--- src/verilog/vgc_pkg.sv ---
// Package: register map, field layout and reset values of the voice gain command block
package vgc_pkg;
   // AXI4-Lite register byte offsets
   localparam logic [3:0] VGC_CMD_OFS = 4'h0;
   localparam logic [3:0] VGC_SEND_OFS = 4'h4;
   localparam logic [3:0] VGC_RECV_OFS = 4'h8;
   localparam logic [3:0] VGC_STAT_OFS = 4'hC;
   // Command decode
   localparam logic [4:0] VGC_SEND_ADDR = 5'h03;
   localparam logic [2:0] VGC_RECV_ADDR = 3'h1;
   localparam int VGC_SEND_TOP = 3;
   localparam int VGC_SEND_ZERO_BIT = 2;
   localparam int VGC_RECV_TOP = 5;
   // Field positions
   localparam int VGC_ATTEN_BIT = 0;
   localparam int VGC_AMP2_BIT = 1;
   localparam int VGC_VOL_W = 5;
   // Reset images
   localparam logic [7:0] VGC_SEND_RST = 8'h18;
   localparam logic [7:0] VGC_RECV_RST = 8'h3F;
   // AXI responses
   localparam logic [1:0] VGC_RESP_OKAY = 2'b00;
   localparam logic [1:0] VGC_RESP_SLVERR = 2'b10;
endpackage : vgc_pkg

--- src/verilog/vgc_regs.sv ---
// Module: voice gain command decoder with AXI4-Lite register access
//
// Register access over AXI4-Lite and the placing of the registers were chosen for this implementation.
`timescale 1ns/1ps
`default_nettype none
// Behaviour
// RL1: Command 000110xx writes send-gain register; reset image 18H.
// RL2: Send-gain bit 0 selects 0 dB or 3 dB pre-filter attenuation.
// RL3: Send-gain bit 1 powers receiver amplifier 2 up when set.
// RL4: Send-gain contents are held unchanged during power-down.
// RL5: After power returns, prior settings drive outputs again without rewrite.
// RL6: Command 001xxxxx writes low five bits to receive-volume; reset 3FH.
// RL7: Volume code maps linearly, 1 dB attenuation per step, 0 to 31.
// RL8: Host forms one byte, address high, in the bit order expected.
// RL9: Writes to both registers take effect at once, no periodic fetch.
// RL10: Writes during standby are held; effect applied when standby clears.
// RL11: Command words matching neither register address are ignored here.
module vgc_regs (
   // Clock and reset
   input wire logic clk_i,
   input wire logic rst_i,
   // Device state
   input wire logic power_down_i,
   input wire logic standby_i,
   // AXI4-Lite write address
   input wire logic s_axi_awvalid_i,
   output logic s_axi_awready_o,
   input wire logic [3:0] s_axi_awaddr_i,
   // AXI4-Lite write data
   input wire logic s_axi_wvalid_i,
   output logic s_axi_wready_o,
   input wire logic [31:0] s_axi_wdata_i,
   input wire logic [3:0] s_axi_wstrb_i,
   // AXI4-Lite write response
   output logic s_axi_bvalid_o,
   input wire logic s_axi_bready_i,
   output logic [1:0] s_axi_bresp_o,
   // AXI4-Lite read address
   input wire logic s_axi_arvalid_i,
   output logic s_axi_arready_o,
   input wire logic [3:0] s_axi_araddr_i,
   // AXI4-Lite read data
   output logic s_axi_rvalid_o,
   input wire logic s_axi_rready_i,
   output logic [31:0] s_axi_rdata_o,
   output logic [1:0] s_axi_rresp_o,
   // Analog controls
   output logic prefilter_atten_select_o,
   output logic amp2_power_up_o,
   output logic [4:0] volume_code_o
);
   import vgc_pkg::*;

   // ------------------------------------------------------------
   // State
   // ------------------------------------------------------------
   logic aw_got_q, aw_got_d;
   logic w_got_q, w_got_d;
   logic [3:0] awaddr_q, awaddr_d;
   logic [7:0] wbyte_q, wbyte_d;
   logic wlane_q, wlane_d;
   logic bvalid_q, bvalid_d;
   logic [1:0] bresp_q, bresp_d;
   logic rvalid_q, rvalid_d;
   logic [31:0] rdata_q, rdata_d;
   logic [1:0] rresp_q, rresp_d;
   logic [7:0] send_q, send_d;
   logic [VGC_VOL_W-1:0] vol_q, vol_d;
   logic atten_q, atten_d;
   logic amp2_q, amp2_d;
   logic [VGC_VOL_W-1:0] vol_out_q, vol_out_d;
   logic awready_q, awready_d;
   logic wready_q, wready_d;
   logic arready_q, arready_d;

   // ------------------------------------------------------------
   // Bus and register next state
   // ------------------------------------------------------------
   logic do_write;
   logic [7:0] cmd;
   always_comb begin
      aw_got_d = aw_got_q;
      w_got_d = w_got_q;
      awaddr_d = awaddr_q;
      wbyte_d = wbyte_q;
      wlane_d = wlane_q;
      bvalid_d = bvalid_q;
      bresp_d = bresp_q;
      rvalid_d = rvalid_q;
      rdata_d = rdata_q;
      rresp_d = rresp_q;
      send_d = send_q;
      vol_d = vol_q;
      cmd = wbyte_q;
      if (s_axi_awvalid_i && !aw_got_q && !bvalid_q) begin
         aw_got_d = 1'b1;
         awaddr_d = s_axi_awaddr_i;
      end
      if (s_axi_wvalid_i && !w_got_q && !bvalid_q) begin
         w_got_d = 1'b1;
         wbyte_d = s_axi_wdata_i[7:0];
         wlane_d = s_axi_wstrb_i[0];
      end
      do_write = aw_got_q && w_got_q && !bvalid_q;
      if (do_write) begin
         aw_got_d = 1'b0;
         w_got_d = 1'b0;
         bvalid_d = 1'b1;
         bresp_d = VGC_RESP_OKAY;
         if (awaddr_q == VGC_CMD_OFS) begin
            if (wlane_q) begin
               // Writes land even in standby or power-down; the outputs stage decides use [RL10]
               if (cmd[7:VGC_SEND_TOP] == VGC_SEND_ADDR && !cmd[VGC_SEND_ZERO_BIT]) begin
                  send_d = cmd; // [RL1] [RL9]
               end else if (cmd[7:VGC_RECV_TOP] == VGC_RECV_ADDR) begin
                  vol_d = cmd[VGC_VOL_W-1:0]; // [RL6] [RL9]
               end
               // Other addresses belong to other decoders [RL11]
            end
         end else if (awaddr_q != VGC_SEND_OFS && awaddr_q != VGC_RECV_OFS && awaddr_q != VGC_STAT_OFS) begin
            bresp_d = VGC_RESP_SLVERR;
         end
      end else if (bvalid_q && s_axi_bready_i) begin
         bvalid_d = 1'b0;
      end
      if (rvalid_q) begin
         if (s_axi_rready_i) begin
            rvalid_d = 1'b0;
         end
      end else if (s_axi_arvalid_i) begin
         rvalid_d = 1'b1;
         rresp_d = VGC_RESP_OKAY;
         unique case (s_axi_araddr_i)
            VGC_CMD_OFS: rdata_d = 32'h0000_0000;
            VGC_SEND_OFS: rdata_d = {24'h00_0000, send_q};
            VGC_RECV_OFS: rdata_d = {27'h000_0000, vol_q};
            VGC_STAT_OFS: rdata_d = {25'h000_0000, vol_out_q, amp2_q, atten_q};
            default: begin
               rdata_d = 32'h0000_0000;
               rresp_d = VGC_RESP_SLVERR;
            end
         endcase
      end
      // Readies registered so every bus output leaves a flip-flop
      awready_d = !aw_got_d && !bvalid_d;
      wready_d = !w_got_d && !bvalid_d;
      arready_d = !rvalid_d;
   end

   // ------------------------------------------------------------
   // Applied analog controls
   // ------------------------------------------------------------
   always_comb begin
      atten_d = atten_q;
      amp2_d = amp2_q;
      vol_out_d = vol_out_q;
      // Outputs freeze in standby; stored values survive power-down untouched [RL4] [RL10]
      if (!standby_i) begin
         atten_d = send_q[VGC_ATTEN_BIT]; // [RL2]
         vol_out_d = vol_q; // [RL7]
         // Amplifier 2 off while device is down; restored from stored bit after [RL5]
         amp2_d = send_q[VGC_AMP2_BIT] && !power_down_i; // [RL3] [RL5]
      end
   end

   // ------------------------------------------------------------
   // Registers
   // ------------------------------------------------------------
   always_ff @(posedge clk_i) begin
      if (rst_i) begin
         aw_got_q <= 1'b0;
         w_got_q <= 1'b0;
         awaddr_q <= 4'h0;
         wbyte_q <= 8'h00;
         wlane_q <= 1'b0;
         bvalid_q <= 1'b0;
         bresp_q <= VGC_RESP_OKAY;
         rvalid_q <= 1'b0;
         rdata_q <= 32'h0000_0000;
         rresp_q <= VGC_RESP_OKAY;
         send_q <= VGC_SEND_RST; // [RL1]
         vol_q <= VGC_RECV_RST[VGC_VOL_W-1:0]; // [RL6]
         atten_q <= VGC_SEND_RST[VGC_ATTEN_BIT];
         amp2_q <= VGC_SEND_RST[VGC_AMP2_BIT];
         vol_out_q <= VGC_RECV_RST[VGC_VOL_W-1:0];
         awready_q <= 1'b1;
         wready_q <= 1'b1;
         arready_q <= 1'b1;
      end else begin
         aw_got_q <= aw_got_d;
         w_got_q <= w_got_d;
         awaddr_q <= awaddr_d;
         wbyte_q <= wbyte_d;
         wlane_q <= wlane_d;
         bvalid_q <= bvalid_d;
         bresp_q <= bresp_d;
         rvalid_q <= rvalid_d;
         rdata_q <= rdata_d;
         rresp_q <= rresp_d;
         send_q <= send_d;
         vol_q <= vol_d;
         atten_q <= atten_d;
         amp2_q <= amp2_d;
         vol_out_q <= vol_out_d;
         awready_q <= awready_d;
         wready_q <= wready_d;
         arready_q <= arready_d;
      end
   end

   // ------------------------------------------------------------
   // Outputs
   // ------------------------------------------------------------
   assign s_axi_awready_o = awready_q;
   assign s_axi_wready_o = wready_q;
   assign s_axi_bvalid_o = bvalid_q;
   assign s_axi_bresp_o = bresp_q;
   assign s_axi_arready_o = arready_q;
   assign s_axi_rvalid_o = rvalid_q;
   assign s_axi_rdata_o = rdata_q;
   assign s_axi_rresp_o = rresp_q;
   assign prefilter_atten_select_o = atten_q;
   assign amp2_power_up_o = amp2_q;
   assign volume_code_o = vol_out_q;
endmodule : vgc_regs
`default_nettype wire

--- config.mk ---
export PLATFORM = sky130hd
export DESIGN_NAME = vgc_regs
export DESIGN_NICKNAME = d
export VERILOG_FILES = /design/src/verilog/vgc_pkg.sv /design/src/verilog/vgc_regs.sv
export SDC_FILE = /design/constraint.sdc
export NUM_CORES = 1
export LEC_CHECK = 0
export ABC_AREA = 0
export BUFFER_PORTS_ARGS = -buffer_cell sky130_fd_sc_hd__buf_2
export CELL_PAD_IN_SITES_DETAIL_PLACEMENT = 1
export CELL_PAD_IN_SITES_GLOBAL_PLACEMENT = 2
export CORE_UTILIZATION = 29
export CTS_CLUSTER_SIZE = 30
export DETAILED_ROUTE_END_ITERATION = 8
export PLACE_DENSITY = 0.86
export SLEW_MARGIN = 0
export SYNTH_ARGS = -nofsm -noshare
export SYNTH_HDL_FRONTEND = slang
export SYNTH_SLANG_ARGS = --single-unit
--- constraint.sdc ---
create_clock -name clk_i -period 3.6 [get_ports clk_i]
set_input_delay 0 -clock clk_i [delete_from_list [all_inputs] [get_ports clk_i]]
set_output_delay 0 -clock clk_i [all_outputs]
set_load 0.01 [all_outputs]
=== Word-level counts from Yosys, hierarchy flattened ===
Index checks and enable logic that the tools add are counted.

* Flip-flop bits (word level): 76

* Multiplexer cells: 13
* Reductions and logical operators: 28
* Bitwise logic cells: 2
* Equality and inequality tests: 8

{| class="wikitable"
|+ Operators with widths
! operator !! number
|-
| one-hot mux 8 bit (3 select lines) || 1
|-
| logical AND 1 bit || 13
|-
| logical NOT 1 bit || 9
|-
| 2-to-1 mux 1 bit || 9
|-
| equality test 4 bit (second input constant) || 2
|-
| logical NOT 4 bit || 2
|-
| inequality test 4 bit (second input constant) || 2
|-
| 2-to-1 mux 2 bit || 3
|-
| equality test 5 x 2 -> 1 bit (second input constant) || 1
|-
| AND reduction 5 bit || 1
|-
| equality test 4 x 3 -> 1 bit (second input constant) || 1
|-
| inequality test 4 x 3 -> 1 bit (second input constant) || 1
|-
| AND reduction 4 bit || 1
|-
| OR reduction 4 bit || 1
|-
| equality test 3 x 1 -> 1 bit (second input constant) || 1
|-
| NOT 1 bit || 2
|-
| AND reduction 2 bit || 1
|}

=== Depth between registers and ports, before layout ===
* Depth in word-level cells: 7
* Mapped depth: 4

=== Worst setup path before layout ===
No wires, ideal clock.

* Path kind: flip-flop to flip-flop
* Start point: reg awaddr_q[1]
* End point: reg vol_q[0]
* Cell stages (with the launch flop): 4
* Buffers on the path: 0
* Data arrival time: 1.416 ns
* Path slack: 2.112 ns
* Period minus slack after synthesis: 1.488 ns
* Library setup time: 0.072 ns
* Path through: dfxtp_1 > or4_4 > nor4_4 > mux2i_1

* Word-level cells in the longest chain between the ends: 2

{| class="wikitable"
|+ Ends and longest elaborated chain
! item !! line !! source
|-
| from (decl) || vgc_regs.sv:59 || <nowiki>logic [3:0] awaddr_q, awaddr_d;</nowiki>
|-
| from (signal assigned) || vgc_regs.sv:192 || <nowiki>awaddr_q <= awaddr_d;</nowiki>
|-
| logical NOT 4 bit || vgc_regs.sv:110 || <nowiki>if (awaddr_q == VGC_CMD_OFS) begin</nowiki>
|-
| AND reduction 5 bit (no source line) || - ||
|-
| to (signal assigned) || vgc_regs.sv:182 || <nowiki>vol_q <= VGC_RECV_RST[VGC_VOL_W-1:0];</nowiki>
|-
| to (signal assigned) || vgc_regs.sv:201 || <nowiki>vol_q <= vol_d;</nowiki>
|-
| to (decl) || vgc_regs.sv:68 || <nowiki>logic [VGC_VOL_W-1:0] vol_q, vol_d;</nowiki>
|}

No other way between the ends.
A chain may end at the register's enable or synchronous reset.

=== Final worst setup path ===
* Start point: reg bvalid_q, in the netlist s_axi_bvalid_o
* End point: reg wbyte_q[6], in the netlist cmd[6]

* Word-level cells in the longest chain between the ends: 2

{| class="wikitable"
|+ Ends and longest elaborated chain
! item !! line !! source
|-
| from (decl) || vgc_regs.sv:62 || <nowiki>logic bvalid_q, bvalid_d;</nowiki>
|-
| from (signal assigned) || vgc_regs.sv:195 || <nowiki>bvalid_q <= bvalid_d;</nowiki>
|-
| logical NOT 1 bit || vgc_regs.sv:99 || <nowiki>if (s_axi_wvalid_i && !w_got_q && !bvalid_q) begin</nowiki>
|-
| logical AND 1 bit || vgc_regs.sv:99 ||
|-
| to (signal assigned) || vgc_regs.sv:193 || <nowiki>wbyte_q <= wbyte_d;</nowiki>
|-
| to (decl) || vgc_regs.sv:60 || <nowiki>logic [7:0] wbyte_q, wbyte_d;</nowiki>
|}

No other way between the ends.

==> run_results.csv <==
group,metric,value,unit
sta,worst_pin_slew,0.9664,ns
routing,routed_wl,4408,µm
cts,clock_latency,0.30,ns
die,standard_cell_core_area,7292,µm²
sta,timing.final.ws_setup,1.936,ns
cts,cts.sink_count,50,
routing,drt_iter0_markers,53,
layout,finalInstanceArea,2664,µm²
sta,setup-tns-final,0,ns
die,design.die.area,7955,µm²
power_and_ir_drop,design_power,1.070,mW
routing,ant_nets,0,
critical_path,worstSetupStartpointType,"register",
sta,fin_crit_sh,0.4622,
sta,max_freq,0.6010,GHz
logic_synthesis,synthFlopType,"dfxtp_1",
logic_synthesis,ys_ff_latch,50,
die,die_w,89.19,µm
layout,area.sequential,1001,µm²
logic_synthesis,ys_seq_area_frac,0.4540,
cts,root_buffer,"clkbuf_8",
layout,final_layout_size_suffix_gt1_frac,0.2518,
die,top_level_ports,101,
global_route,grt_antenna_before_repair,0,
placed_design,placement.cell_area,2429,µm²
global_route,pin_count_of_the_biggest_net_entering_global_routing,54,
sta,skew,0.003963,ns
layout,multi_input_comb_area,1057,µm²
logic_synthesis,synth-edff-count,0,
cts,clock_tree.htree_level_count,2,
global_route,first_global_vias,1558,
power_and_ir_drop,power.leakage,1.133,nW
die,die_height,89.19,µm
logic_synthesis,syn-cell-area,2205,µm²
sta,timing.final.max_slew_violations,0,
routing,route.detailed.wl_per_inst,11.69,µm
placed_design,portBuffers,47,
cts,clockBufferDepth,2,
sta,finalHoldViolCount,0,
routing,routed-via-count,1622,
cts,post-cts-setup-buffer-count,0,
global_route,grt_usage,0.1209,
cts,clk_pin_slew_worst_paths,0.09,ns
logic_synthesis,synth.top_cell.area_share,0.4540,
die,site_rows,31,
logic_synthesis,post_synth_inst_count,220,
sta,rsz0062_at_grt,"false",
critical_path,timing.setup.critical_path_class,"register to register",
critical_path,end_kind,"register",
sta,maxSlewHeadroom,0.3529,
placed_design,place_congestion,0.6793,
routing,vias_per_cell,4.302,
sta,timing.final.setup_violations,0,
critical_path,cp_data_arrival_time,1.82,ns
layout,fillers,885,
routing,initial_drt_pass_iterations,3,
critical_path,worst-path-max-fanout,10,
layout,leading_cell_type_in_the_layout_fill_and_taps_excluded,"dfxtp_1",
placed_design,place.detailed.hpwl,3270,µm
logic_synthesis,avgSynthCellArea,10.02,µm²
global_route,leftover_overflow_at_the_end_of_global_routing,0,
critical_path,critPathRequiredTime,3.76,ns
power_and_ir_drop,vdd_ir_drop_max,156.3,µV
logic_synthesis,netlist.top_cell.by_area,"dfxtp_1",
cts,cts-buffers-inserted,5,
job,maxCapViolations,0,
logic_synthesis,synth.lib_cells_used.distinct,31,
layout,final_cell_mix,"dfxtp_1 (50), buf_2 (47), nor2_1 (30), conb_1 (26), mux2i_1 (21)",
routing,post-route-drc-count,0,
logic_synthesis,share_of_flip_flops_with_an_asynchronous_set_or_reset_after_synthesis,0,
layout,layout_area_overhead,20.83,%
power_and_ir_drop,p_per_area,401.8,nW/µm²
placed_design,detailedPlace.worstSlack,1.920,ns
min_path,hold_path.class,"primary input to register",
layout,antenna_cells_inserted,0,
die,initial_core_util,0.3023,
sta,min_period,1.664,ns
global_route,grt_first_pass_wirelength,7293,µm
cts,cts_tree,"yes",
logic_synthesis,post_synth_main_area_contributors,"dfxtp_1 (45%), mux2i_1 (9.5%), buf_4 (8.9%), nor2_1 (5.1%), mux2_2 (3.6%)",
logic_synthesis,ys.warnings.count,0,
layout,nets,330,
run_status,result_of_the_run,"completed",
==> final timing paths <==
kind | endpoint | startpoint | cells past startpoint | slack [ns]
worst max-delay path | cmd[6]$_SDFFE_PP0P_ | s_axi_bvalid_o$_SDFF_PP0_ | 3 | 1.94
worst min-delay path | amp2_power_up_o$_SDFFE_PP0N_ | power_down_i | 4 | 0.03
worst max register to register | cmd[6]$_SDFFE_PP0P_ | s_axi_bvalid_o$_SDFF_PP0_ | 3 | 1.94
worst min register to register | send_q[4]$_SDFFE_PP1P_ | send_q[4]$_SDFFE_PP1P_ | 1 | 0.45
==> per-stage QoR <==
stage / std cells / util / hold WS, ns
after CTS: 377 / 0.3653 / 0.02819
after global placement: 355 / 0.3330 / 0.2287
after detailed placement: 355 / 0.3330 / 0.2396
final: 377 / 0.3653 / 0.03313
after global routing: 377 / 0.3653 / 0.03522
after floorplan: 245 / - / 0.1385
==> cells by family after synthesis <==
family,count (synthesis),synth area share
and+or+nand+nor,75,0.2128
DFF,50,0.4540
buffers and inverters,39,0.1112
muxes,28,0.1311
AOI/OAI and AO/OA,27,0.08910
other,1,0.001701
==> synth_stat cells (5+ instances only) <==
master and count:
nor2b_1 9, o2bb2ai_1 5, nor2_1 30, a211o_1 6
buf_4 26, a21oi_1 6, clkbuf_1 6, a22oi_1 5
mux2i_1 21, dfxtp_1 50, nand2b_1 8, nor3b_1 7
nor3_1 5, mux2_2 7
==> flip-flops by register name, summed over array words and instances (netlist names), 4 cells and up <==
signal         cells
awaddr_q           4
volume_code_o      5
cmd                8
vol_q              5
send_q             8
s_axi_rdata_o      8
==> where the power goes <==
group          total (mW)  switching [mW]  internal (mW)
registers           0.592          0.0166          0.575
logic               0.143          0.0783         0.0649
clock network       0.335           0.181          0.155
==> worst max-delay path, cell delays in order, from the launching register on <==
cell and delay (ns):
dfxtp_1 0.40, nor3b_2 0.81, mux2i_1 0.27, nor2_1 0.05
==> area by class of cell <==
cell class	instances	area share
repair buffers	61	0.1409
clock inverters	2	0.004697
multi-input cells	156	0.3969
well taps	99	0.04650
flip-flops and latches	50	0.3758
clock buffers	6	0.03100
inverters	3	0.004227
==> per-layer routing <==
layer / track usage / wire (µm) / up-vias
met5: 0 / 0 / -
met4: 0.04329 / 67 / 0
met3: 0.03139 / 167 / 4
met2: 0.2033 / 2136 / 39
met1: 0.1493 / 2037 / 760
li1: - / - / 819
==> what timing repair did <==
| item | CTS | global route |
|---|---|---|
| endpoints found under the hold margin | 15 | 0 |
| resized for setup | 0 | 0 |
| hold buffers | 14 | 0 |
Power figures use the tool's default switching activity.
